===== src/verilog/hmg_pkg.sv =====
/*
 * hmg_pkg: constants and types of the host interrupt mask gate.
 * assumes: one 32-bit apb slave window, byte addresses, 50 mhz clock.
 */
`default_nettype none

package hmg_pkg;

    // ----------------------------------------------------------------
    // bus geometry
    // ----------------------------------------------------------------
    localparam int ADDR_W = 12;
    localparam int DATA_W = 32;
    localparam int IDX_W  = 5;

    // ----------------------------------------------------------------
    // register offsets (byte addresses)
    // ----------------------------------------------------------------
    localparam logic [ADDR_W-1:0] OFS_ENABLE_SET   = 12'h088;
    localparam logic [ADDR_W-1:0] OFS_ENABLE_CLEAR = 12'h08c;
    localparam logic [ADDR_W-1:0] OFS_PENDING      = 12'h100;
    localparam logic [ADDR_W-1:0] OFS_STATUS       = 12'h104;
    localparam logic [ADDR_W-1:0] OFS_TOP_SOURCE   = 12'h108;

    // ----------------------------------------------------------------
    // mask field layout
    // ----------------------------------------------------------------
    localparam int BIT_GLOBAL_GATE = 31;
    localparam int BIT_MAKER       = 30;
    // bit 28 and bits 14..10 hold no flip-flop
    localparam logic [DATA_W-1:0] MASK_RSVD    = 32'h1000_7c00;
    localparam logic [DATA_W-1:0] MASK_GATE    = 32'h8000_0000;
    localparam logic [DATA_W-1:0] MASK_SOURCES = 32'h6fff_83ff;
    localparam logic [DATA_W-1:0] MASK_RESET   = 32'h0000_0000;

    // ----------------------------------------------------------------
    // status register layout
    // ----------------------------------------------------------------
    localparam int STS_IRQ  = 0;
    localparam int STS_GATE = 1;
    localparam int STS_ANY  = 2;
    localparam int STS_VLD  = 3;

    // ----------------------------------------------------------------
    // bus slave states, gray along idle-wait-resp
    // ----------------------------------------------------------------
    typedef enum logic [1:0] {
        HMG_IDLE = 2'b00,
        HMG_WAIT = 2'b01,
        HMG_RESP = 2'b11
    } hmg_apb_state_e;

endpackage : hmg_pkg

`default_nettype wire


===== src/verilog/hmg_mask_cell.sv =====
/*
 * hmg_mask_cell: one enable bit with separate set and clear strobes,
 * and its and-gate against the matching latched event bit.
 * assumes: strobes last one cycle and never come together.
 */
`timescale 1ns/1ps
`default_nettype none

module hmg_mask_cell #(
    parameter logic IMPL  = 1'b1,
    parameter logic RST_V = 1'b0
) (
    // clock and reset
    input  wire logic clk,
    input  wire logic rst,
    input  wire logic ce,
    // register side
    input  wire logic set_we,
    input  wire logic clr_we,
    input  wire logic wbit,
    // gate side
    input  wire logic evt,
    output logic      mask_q,
    output logic      hit
);

    logic mask_d;

    // a one sets on one address and clears on the other; zero keeps
    assign mask_d = IMPL & ((mask_q | (set_we & wbit))
                            & ~(clr_we & wbit));

    always_ff @(posedge clk) begin
        if (rst) begin
            mask_q <= RST_V & IMPL;
        end else if (ce) begin
            mask_q <= mask_d;
        end
    end

    assign hit = mask_q & evt;

endmodule : hmg_mask_cell

`default_nettype wire


===== src/verilog/hmg_prio_enc.sv =====
/*
 * hmg_prio_enc: registered index of the highest set request bit.
 * assumes: request vector is synchronous to clk.
 */
`timescale 1ns/1ps
`default_nettype none

module hmg_prio_enc
    import hmg_pkg::*;
(
    // clock and reset
    input  wire logic                  clk,
    input  wire logic                  rst,
    input  wire logic                  ce,
    // request and result
    input  wire logic [DATA_W-1:0]     req,
    output logic      [IDX_W-1:0]      idx_q,
    output logic                       valid_q
);

    logic [IDX_W-1:0] idx_d;

    // later index wins, so the highest bit has priority
    always_comb begin
        idx_d = '0;
        for (int i = 0; i < DATA_W; i++) begin
            if (req[i]) begin
                idx_d = IDX_W'(i);
            end
        end
    end

    always_ff @(posedge clk) begin
        if (rst) begin
            idx_q   <= '0;
            valid_q <= 1'b0;
        end else if (ce) begin
            idx_q   <= idx_d;
            valid_q <= |req;
        end
    end

endmodule : hmg_prio_enc

`default_nettype wire


===== src/verilog/hmg_top.sv =====
/*
 * hmg_top: host interrupt enable register with set and clear
 * addresses, per-source gating against latched events, and the
 * global gate onto one registered interrupt output.
 * assumes: latched event bits arrive on EVENT_IN from the event
 * register elsewhere; apb master follows the usual handshake.
 */
// The APB slave port is this design's own decision.
// Contract
// - reads at set or clear address both return the one enable register
// - each enable bit sits at its event bit's position, except 31
// - bit 31 off blocks the interrupt output; on, enables decide
// - maker-defined source interrupts only when enable 30 and event 30
// - software source interrupts only when enable 29 and event 29
// - bit 28 reserved: reads zero, writes ignored
// - late acknowledge source needs enable 27 and event 27
// - line-layer register received needs enable 26 and event 26
// - overlong cycle source needs enable 25 and event 25
// - fatal error source needs enable 24 and event 24
// - cycle timer mismatch needs enable 23 and event 23
// - missed cycle start needs enable 22 and event 22
// - 64-second rollover needs enable 21 and event 21
// - iso cycle start needs enable 20 and event 20
// - line-layer status transfer needs enable 19 and event 19
// - failed register access needs enable 18 and event 18
// - bus reinit needs enable 17 and event 17
// - bits 16..0 gate pairwise likewise; bits 14..10 read zero
`timescale 1ns/1ps
`default_nettype none

module hmg_top
    import hmg_pkg::*;
(
    // clock, reset, enable
    input  wire logic                  SYS_CLK,
    input  wire logic                  RESET,
    input  wire logic                  CLK_EN,
    // apb slave
    input  wire logic                  PSEL,
    input  wire logic                  PENABLE,
    input  wire logic                  PWRITE,
    input  wire logic [ADDR_W-1:0]     PADDR,
    input  wire logic [DATA_W-1:0]     PWDATA,
    input  wire logic [3:0]            PSTRB,
    output logic      [DATA_W-1:0]     PRDATA,
    output logic                       PREADY,
    output logic                       PSLVERR,
    // latched events from the event register
    input  wire logic [DATA_W-1:0]     EVENT_IN,
    // interrupt toward the host
    output logic                       IRQ_OUT
);

    import hmg_pkg::*;

    // ----------------------------------------------------------------
    // declarations
    // ----------------------------------------------------------------
    hmg_apb_state_e          state_q;
    hmg_apb_state_e          state_d;
    logic [DATA_W-1:0]       rdata_q;
    logic [DATA_W-1:0]       rdata_d;
    logic                    ready_q;
    logic                    ready_d;
    logic                    err_q;
    logic                    err_d;
    logic                    irq_q;
    logic                    irq_d;
    logic [DATA_W-1:0]       pend_q;
    logic [ADDR_W-1:0]       addr_q;
    logic                    write_q;
    logic [DATA_W-1:0]       wdata_q;
    logic [3:0]              strb_q;

    wire                     access_w;
    wire                     hit_set_w;
    wire                     hit_clr_w;
    wire                     hit_pend_w;
    wire                     hit_sts_w;
    wire                     hit_top_w;
    wire                     mapped_w;
    wire                     commit_w;
    wire                     set_we_w;
    wire                     clr_we_w;
    wire [DATA_W-1:0]        lane_w;
    wire [DATA_W-1:0]        wbits_w;
    wire [DATA_W-1:0]        mask_w;
    wire [DATA_W-1:0]        hit_w;
    wire [DATA_W-1:0]        pend_w;
    wire                     any_w;
    wire                     gate_w;
    wire [DATA_W-1:0]        sts_w;
    wire [DATA_W-1:0]        top_w;
    wire [DATA_W-1:0]        rd_mux_w;
    wire [IDX_W-1:0]         top_idx_w;
    wire                     top_vld_w;

    // ----------------------------------------------------------------
    // bus handshake
    // ----------------------------------------------------------------
    // two wait states keep read data a clean register output
    assign access_w = PSEL & PENABLE;

    always_comb begin
        state_d = state_q;
        ready_d = 1'b0;
        unique case (state_q)
            HMG_IDLE: begin
                if (access_w) begin
                    state_d = HMG_WAIT;
                end
            end
            HMG_WAIT: begin
                state_d = HMG_RESP;
                ready_d = 1'b1;
            end
            HMG_RESP: begin
                state_d = HMG_IDLE;
            end
            default: begin
                state_d = HMG_IDLE;
            end
        endcase
    end

    always_ff @(posedge SYS_CLK) begin
        if (RESET) begin
            state_q <= HMG_IDLE;
            ready_q <= 1'b0;
        end else if (CLK_EN) begin
            state_q <= state_d;
            ready_q <= ready_d;
        end
    end

    // request is captured once; the master holds it anyway
    always_ff @(posedge SYS_CLK) begin
        if (RESET) begin
            addr_q  <= '0;
            write_q <= 1'b0;
            wdata_q <= '0;
            strb_q  <= '0;
        end else if (CLK_EN && state_q == HMG_IDLE && access_w) begin
            addr_q  <= PADDR;
            write_q <= PWRITE;
            wdata_q <= PWDATA;
            strb_q  <= PSTRB;
        end
    end

    // ----------------------------------------------------------------
    // address decode
    // ----------------------------------------------------------------
    assign hit_set_w  = (addr_q == OFS_ENABLE_SET);
    assign hit_clr_w  = (addr_q == OFS_ENABLE_CLEAR);
    assign hit_pend_w = (addr_q == OFS_PENDING);
    assign hit_sts_w  = (addr_q == OFS_STATUS);
    assign hit_top_w  = (addr_q == OFS_TOP_SOURCE);
    assign mapped_w   = hit_set_w | hit_clr_w | hit_pend_w
                      | hit_sts_w | hit_top_w;

    // writes land only on the edge where the master sees pready
    assign commit_w = ready_q & write_q & mapped_w;
    assign set_we_w = commit_w & hit_set_w;
    assign clr_we_w = commit_w & hit_clr_w;

    // byte strobes pick the lanes; unstrobed lanes write zero,
    // which leaves those enable bits untouched
    assign lane_w = {{8{strb_q[3]}}, {8{strb_q[2]}},
                     {8{strb_q[1]}}, {8{strb_q[0]}}};
    assign wbits_w = wdata_q & lane_w;

    // ----------------------------------------------------------------
    // enable bits and per-source gating
    // ----------------------------------------------------------------
    // the gate bit and every source bit share one cell type; reserved
    // positions elaborate without a flip-flop and read zero
    for (genvar i = 0; i < DATA_W; i++) begin : g_cell
        hmg_mask_cell #(
            .IMPL  (~MASK_RSVD[i]),
            .RST_V (MASK_RESET[i])
        ) u_cell (
            .clk    (SYS_CLK),
            .rst    (RESET),
            .ce     (CLK_EN),
            .set_we (set_we_w),
            .clr_we (clr_we_w),
            .wbit   (wbits_w[i]),
            .evt    (EVENT_IN[i]),
            .mask_q (mask_w[i]),
            .hit    (hit_w[i])
        );
    end

    // bit 31 enables, it is not a source of its own
    assign pend_w = hit_w & MASK_SOURCES;
    assign any_w  = |pend_w;
    assign gate_w = mask_w[BIT_GLOBAL_GATE];

    // ----------------------------------------------------------------
    // interrupt output
    // ----------------------------------------------------------------
    // registered, so the output trails the event or enable by a cycle
    assign irq_d = gate_w & any_w;

    always_ff @(posedge SYS_CLK) begin
        if (RESET) begin
            irq_q  <= 1'b0;
            pend_q <= '0;
        end else if (CLK_EN) begin
            irq_q  <= irq_d;
            pend_q <= pend_w;
        end
    end

    // ----------------------------------------------------------------
    // highest pending source, for quick dispatch by software
    // ----------------------------------------------------------------
    hmg_prio_enc u_prio (
        .clk     (SYS_CLK),
        .rst     (RESET),
        .ce      (CLK_EN),
        .req     (pend_w),
        .idx_q   (top_idx_w),
        .valid_q (top_vld_w)
    );

    // ----------------------------------------------------------------
    // read back
    // ----------------------------------------------------------------
    assign sts_w = (DATA_W'(irq_q)     << STS_IRQ)
                 | (DATA_W'(gate_w)    << STS_GATE)
                 | (DATA_W'(|pend_q)   << STS_ANY)
                 | (DATA_W'(top_vld_w) << STS_VLD);

    assign top_w = DATA_W'(top_idx_w);

    // both enable addresses show the same register
    assign rd_mux_w =
        ((hit_set_w | hit_clr_w) ? (mask_w & ~MASK_RSVD) : '0)
      | (hit_pend_w ? pend_q : '0)
      | (hit_sts_w  ? sts_w  : '0)
      | (hit_top_w  ? top_w  : '0);

    // unmapped addresses answer zero data with an error
    assign rdata_d = (state_q == HMG_WAIT && !write_q) ? rd_mux_w
                                                      : '0;
    assign err_d   = (state_q == HMG_WAIT) & ~mapped_w;

    always_ff @(posedge SYS_CLK) begin
        if (RESET) begin
            rdata_q <= '0;
            err_q   <= 1'b0;
        end else if (CLK_EN) begin
            rdata_q <= rdata_d;
            err_q   <= err_d;
        end
    end

    // ----------------------------------------------------------------
    // outputs
    // ----------------------------------------------------------------
    assign PRDATA  = rdata_q;
    assign PREADY  = ready_q;
    assign PSLVERR = err_q;
    assign IRQ_OUT = irq_q;

endmodule : hmg_top

`default_nettype wire


===== config.mk =====
export PLATFORM = sky130hd
export DESIGN_NAME = hmg_top
export DESIGN_NICKNAME = d
export VERILOG_FILES = /design/src/verilog/hmg_pkg.sv /design/src/verilog/hmg_mask_cell.sv /design/src/verilog/hmg_prio_enc.sv /design/src/verilog/hmg_top.sv
export SDC_FILE = /design/constraint.sdc
export NUM_CORES = 1
export LEC_CHECK = 0
export CAP_MARGIN = 0
export CORE_MARGIN = 2
export CORE_UTILIZATION = 35
export CTS_CLUSTER_SIZE = 24
export DETAILED_ROUTE_END_ITERATION = 10
export DONT_BUFFER_PORTS = 1
export HOLD_SLACK_MARGIN = 0.05
export SYNTH_ARGS = -nofsm -noshare
export SYNTH_HDL_FRONTEND = slang
export SYNTH_SLANG_ARGS = --single-unit

===== constraint.sdc =====
create_clock -name SYS_CLK -period 2.6 [get_ports SYS_CLK]
set_input_delay 0.78 -clock SYS_CLK [delete_from_list [all_inputs] [get_ports SYS_CLK]]
set_output_delay 0.78 -clock SYS_CLK [all_outputs]
set_load 0.02 [all_outputs]

* After elaboration in Yosys (flattened, before gate mapping)
Index checks and enable logic that the tools add are counted.
** Operators by class
- Bitwise gates (word level) :: 174
- Eq/ne operators :: 7
- Mux-type cells :: 32
- Reductions and logical operators :: 8
** Operators with widths (number)
- AND 1 bit :: 110
- two-way mux 5 bit :: 15
- two-way mux 32 bit :: 2
- OR reduction 25 bit :: 2
- equality test 12 x 9 -> 1 bit, second input constant :: 3
- AND 32 bit :: 1
- bitwise OR 32 x 31 -> 32 bit :: 1
- bitwise OR 32 x 4 -> 32 bit :: 1
- bitwise OR 32 x 5 -> 32 bit :: 1
- two-way mux 31 bit :: 1
- bitwise OR 1 bit :: 30
- inverter 1 bit :: 27
- equality test 12 x 8 -> 1 bit, second input constant :: 2
- two-way mux 4 bit :: 4
- two-way mux 3 bit :: 4
- two-way mux 2 bit :: 3
- bitwise OR 3 x 4 -> 4 bit :: 1
- case mux 2 bit (2 select lines) :: 1
- logical AND 1 bit :: 3
- bitwise OR 2 x 3 -> 3 bit :: 1
- equality test 2 x 1 -> 1 bit, second input constant :: 1
- zero test 2 bit :: 1
- two-way mux 1 bit :: 2
- inequality test 2 bit, second input constant :: 1
- 3 further kinds :: 3
** Storage, ports and cells
- Input port bits :: 86
- Output and inout bits :: 35
- Flip-flop bits (word level) :: 143
- Logic and storage cells :: 259

* Longest topological paths before layout
- Depth in word-level cells :: 25
- Gate-level depth with buffers :: 9
- Gate-level depth less buffers :: 6

* Modules after synthesis
A second synthesis with hierarchy kept.
** Second synthesis, totals
- Cells, all modules :: 649
- Area total of the unflattened synthesis :: 5714.2 um2
** Modules (own cells, without submodules)
- hmg_top :: cells an instance 462, instances 1, area each 4088.9 um2
- hmg_mask_cell :: cells an instance 4, instances 26, area each 41.3 um2
- hmg_prio_enc :: cells an instance 83, instances 1, area each 551.8 um2

* Worst setup path before layout
Ideal clock, no wire load.
- Kind :: input to register
- Start point :: input port CLK_EN
- End point :: register rdata_q[3] (netlist: PRDATA[3])
- Stages :: 7
- Buffers on the path :: 1
- Setup slack :: 0.509 ns
- Arrival time :: 2.033 ns
- Data required time :: 2.543 ns
- Path through :: nand3b_1 or2_2 nor3_1 buf_2 a22oi_1 o22ai_1 a21o_1
** RTL lines
- from (decl) :: RTL line hmg_top.sv:37 : input wire logic CLK_EN,
- to (signal assigned) :: RTL line hmg_top.sv:255 : rdata_q <= rdata_d;
- to (decl) :: RTL line hmg_top.sv:61 : logic [DATA_W-1:0] rdata_q;

* Final worst setup path
- Start point :: register pend_q[30]
- End point :: register rdata_q[2] (netlist: PRDATA[2])
** Between the ends
- Cells in the longest elaborated chain, start to end :: 7
** RTL lines
- from (decl) :: RTL line hmg_top.sv:69 : logic [DATA_W-1:0] pend_q;
- from (signal assigned) :: RTL line hmg_top.sv:212 : pend_q <= pend_w;
- OR reduction 25 bit :: RTL line hmg_top.sv:233 : | (DATA_W'(|pend_q) << STS_ANY)
- bitwise OR 2 x 3 -> 3 bit :: RTL line hmg_top.sv:233
- bitwise OR 3 x 4 -> 4 bit :: RTL line hmg_top.sv:234 : | (DATA_W'(top_vld_w) << STS_VLD);
- two-way mux 4 bit :: RTL line hmg_top.sv:242 : | (hit_sts_w ? sts_w : '0)
- bitwise OR 32 x 4 -> 32 bit :: RTL line hmg_top.sv:242
- bitwise OR 32 x 5 -> 32 bit :: RTL line hmg_top.sv:243 : | (hit_top_w ? top_w : '0);
- two-way mux 32 bit :: RTL line hmg_top.sv:246 : assign rdata_d = (state_q == HMG_WAIT && !write_q) ? rd_mux_w
No other way between the ends.
A chain may end at the register's enable or synchronous reset.

==> tab_implementation.tex <==
\begin{tabular}{lr}
\hline
Metric & Value \\
\hline
\multicolumn{2}{l}{\textbf{Critical path}} \\
FF-to-FF setup slack & 0.48 ns \\
Worst r2r path cells & 5 \\
Data arrival time of the critical path & 2.41 ns \\
Delay of the slowest cell on the worst path & 0.54 ns \\
Peak fanout along the critical path & 3 \\
Required time worst endpoint & 2.89 ns \\
Type of the setup path with the least slack & reg2reg \\
Kind of capture point of the worst setup path & flop \\
Slowest stage cell on the critical path & sky130\_fd\_sc\_hd\_\_or4\_1 \\
Reg-to-reg endpoint & PRDATA[2] \\
Buffering stage count on the worst path with inverters included & 0 \\
Cell type group with the largest total delay on the critical path & simple AND/OR/NAND/NOR gates \\
Cell chain of the critical path & or4\_1 > nor4\_1 > nand4\_1 > a222oi\_1 > o21ai\_0 \\
Reg-to-Reg Start & pend\_q[30] \\
CP startpoint kind & flop \\
\multicolumn{2}{l}{\textbf{Placement}} \\
DPL Wire Length & 10900 um \\
Number of I/O port buffers & 0 \\
Placed cell area & 5700 sq um \\
Final weighted congestion of routability-driven global placement & 0.837 \\
DP Cell Count & 836 \\
\multicolumn{2}{l}{\textbf{Worst hold path}} \\
Endpoint, Worst Hold & PRDATA[26] \\
Hold path cells & 1 \\
Origin of the worst min-delay path & RESET \\
Hold/Removal Path Class & in2reg \\
\multicolumn{2}{l}{\textbf{Cells and area}} \\
Share of layout cells above drive strength 1 & 11.8\% \\
Utilization of the core after routing & 40.0\% \\
Antenna diode instance count & 0 \\
Cell area after layout & 6310 sq um \\
Layout Cells excl Fill & 868 \\
P\&R area growth vs syn & 12.5\% \\
Net total in the final layout & 725 \\
\multicolumn{2}{l}{\textbf{Logic synthesis}} \\
EDFF count, synth & 0 \\
Register bit count reported by yosys & 131 \\
Share of async-settable or async-resettable flops after synthesis & 0\% \\
Top-area cell type share of the netlist area & 46.8\% \\
Synthesized instance count & 660 \\
Synth Warn \# & 0 \\
Post-synthesis instance area & 5610 sq um \\
Sequential element share of the synthesized area & 46.8\% \\
Dominant cells by area after synthesis & sky130\_fd\_sc\_hd\_\_dfxtp\_1 (47\%), sky130\_fd\_sc\_hd\_\_nand2\_1 (9.2\%), sky130\_fd\_sc\_hd\_\_a21oi\_1 (7.3\%) \\
Cell type with the largest total area after synthesis & sky130\_fd\_sc\_hd\_\_dfxtp\_1 \\
Mean instance size in the synthesized netlist & 8.49 sq um \\
Count of different cell masters after synthesis & 51 \\
Ys flop type & sky130\_fd\_sc\_hd\_\_dfxtp\_1 \\
\multicolumn{2}{l}{\textbf{Detailed routing}} \\
Antenna Nets Post-Route & 0 \\
Post-DR wirelength/cell & 17.7 um \\
Number of detailed-routing iterations run before antenna repair & 5 \\
Number of vias per cell after detailed routing & 5.42 \\
Total vias in the final route & 4702 \\
Total Routed Length & 15300 um \\
Drc violations & 0 \\
Violation count after the first detailed-route iteration & 366 \\
\multicolumn{2}{l}{\textbf{Timing}} \\
Fin. Hold Viols & 0 \\
Actual slew at the worst max-slew pin & 0.759 ns \\
Post-route clock period utilization & 81.4\% \\
Max-slew headroom & 49.0\% \\
Slew Limit Fails & 0 \\
Max Clock Freq & 472 MHz \\
Setup\_tns & 0 ns \\
Unrepaired setup endpoints after global routing & false \\
Final setup skew & 0.00654 ns \\
Final hold slack & 0.449 ns \\
Final setup fails & 0 \\
Post-layout min period & 2.12 ns \\
\multicolumn{2}{l}{\textbf{GRT}} \\
Global-route wire length before repair & 24200 um \\
GRT Resource Usage Total & 18.6\% \\
Largest net degree at the start of global routing & 135 \\
Number of global-route vias before repair & 4528 \\
Total gr overflow & 0 \\
Initial antenna violation count & 0 \\
\multicolumn{2}{l}{\textbf{Clock network}} \\
H-tree levels & 4 \\
Longest Clk Path Bufs & 2 \\
Clock Sink Count & 131 \\
Root Buffer Master & sky130\_fd\_sc\_hd\_\_clkbuf\_16 \\
Worst-path clk slew & 0.06 ns \\
Clock latency of the later-clocked register in the worst-skew pair & 0.42 ns \\
\# hold bufs at CTS & 0 \\
Clock tree from TritonCTS & yes \\
Quantity of gates resized following cts & 0 \\
Clock buffers created by TritonCTS & 17 \\
Number of buffers added for setup after CTS & 0 \\
\multicolumn{2}{l}{\textbf{Floorplan}} \\
Die Y & 131 um \\
Core ar. & 15800 sq um \\
Horizontal die dimension & 131 um \\
Top-level port count & 121 \\
Initial core utilization & 35.5\% \\
Full die area & 17000 sq um \\
Site Rows & 46 \\
\multicolumn{2}{l}{\textbf{Run status}} \\
Run status & finished, final reports clean \\
\multicolumn{2}{l}{\textbf{Run}} \\
Count of max-cap constraint violations & 0 \\
\multicolumn{2}{l}{\textbf{Power}} \\
Leakage & 2.09 nW \\
PwrDens & 730 nW/um\^{}2 \\
Peak ir drop on the vdd network & 0.465 mV \\
\hline
\end{tabular}
cells in the mapped netlist (all sizes together) (7+ instances only):
cell type,number
clkbuf,29
nor2,41
dfxtp,131
nand2,138
nor2b,22
nand3,32
buf,23
a22oi,13
mux2i,7
nand4,7
nor4,8
a221oi,20
a21oi,98
a211oi,27
nor3,8
cell families after synthesis:
logic type	Yosys count	synth area share [%]
flops	131	46.8
mux	7	1.25
other cells	1	0.0669
simple gates	278	23.3
compound gates	185	23.4
buf+inv	58	5.16
final cells by class:
class                   instances  area, sq um
clock buffers                  23          478
clock inverters                 9          128
fillers                      1597         9460
inverters                       6         22.5
multi-input cells             476         2720
flip-flops and latches        131         2620
well taps                     216          270
repair buffers                  7         65.1
sequential cells by signal (all words and copies together), names as in the netlist:
| name | count |
|---|---|
| strb_q | 4 |
| pend_q | 25 |
| wdata_q | 26 |
| addr_q | 12 |
| state_q | 2 |
| u_prio.idx_q | 5 |
| u_prio.valid_q | 1 |
| IRQ_OUT | 1 |
| g_cell.u_cell.mask_q | 26 |
| PSLVERR | 1 |
| PRDATA | 26 |
| write_q | 1 |
| PREADY | 1 |
stage by stage:
stage / power [mW] / setup slack (ns)
after global placement: 2.20 / 0.482
after detailed placement: 2.21 / 0.473
after CTS: 4.63 / 0.461
after global routing: 4.75 / 0.288
after floorplan: 2.23 / 0.509
final: 4.61 / 0.483
where the power goes:
group	internal (mW)	switching [mW]
logic	0.0358	0.0626
registers	2.04	0.0298
clock network	1.58	0.866
routing by layer:
| layer | GRT usage, % | share of wire (%) | up-vias |
|---|---|---|---|
| met2 | 28.6 | 45 | 130 |
| met1 | 23.6 | 45 | 2244 |
| met3 | 6.23 | 7.0 | 33 |
| met4 | 8.51 | 3.3 | 0 |
| met5 | 0 | 0 | - |
| li1 | - | - | 2295 |
layout by cell type (no fill, tap or decap), types with 11 or more instances in the layout:
cell / instances
sky130_fd_sc_hd__a22oi_1: 13
sky130_fd_sc_hd__a211oi_2: 16
sky130_fd_sc_hd__nand3_1: 32
sky130_fd_sc_hd__nor2b_1: 22
sky130_fd_sc_hd__dfxtp_1: 131
sky130_fd_sc_hd__a21oi_1: 82
sky130_fd_sc_hd__a21oi_2: 16
sky130_fd_sc_hd__nor2_1: 41
sky130_fd_sc_hd__a221oi_1: 20
sky130_fd_sc_hd__nand2_1: 138
sky130_fd_sc_hd__a211oi_1: 11
sky130_fd_sc_hd__clkbuf_16: 17
worst max-delay path by stage:
stage | endpoint | start | slack, ns | cells past startpoint
after floorplan | PRDATA[3] | CLK_EN | 0.51 | 7
after global placement | IRQ_OUT | EVENT_IN[9] | 0.48 | 6
after detailed placement | IRQ_OUT | EVENT_IN[9] | 0.47 | 6
after CTS | PRDATA[2] | pend_q[30] | 0.46 | 5
after global routing | g_cell[25].u_cell.mask_q | addr_q[1] | 0.29 | 5
final | PRDATA[2] | pend_q[30] | 0.48 | 5
Note: power is estimated with default switching activity, not from simulation.
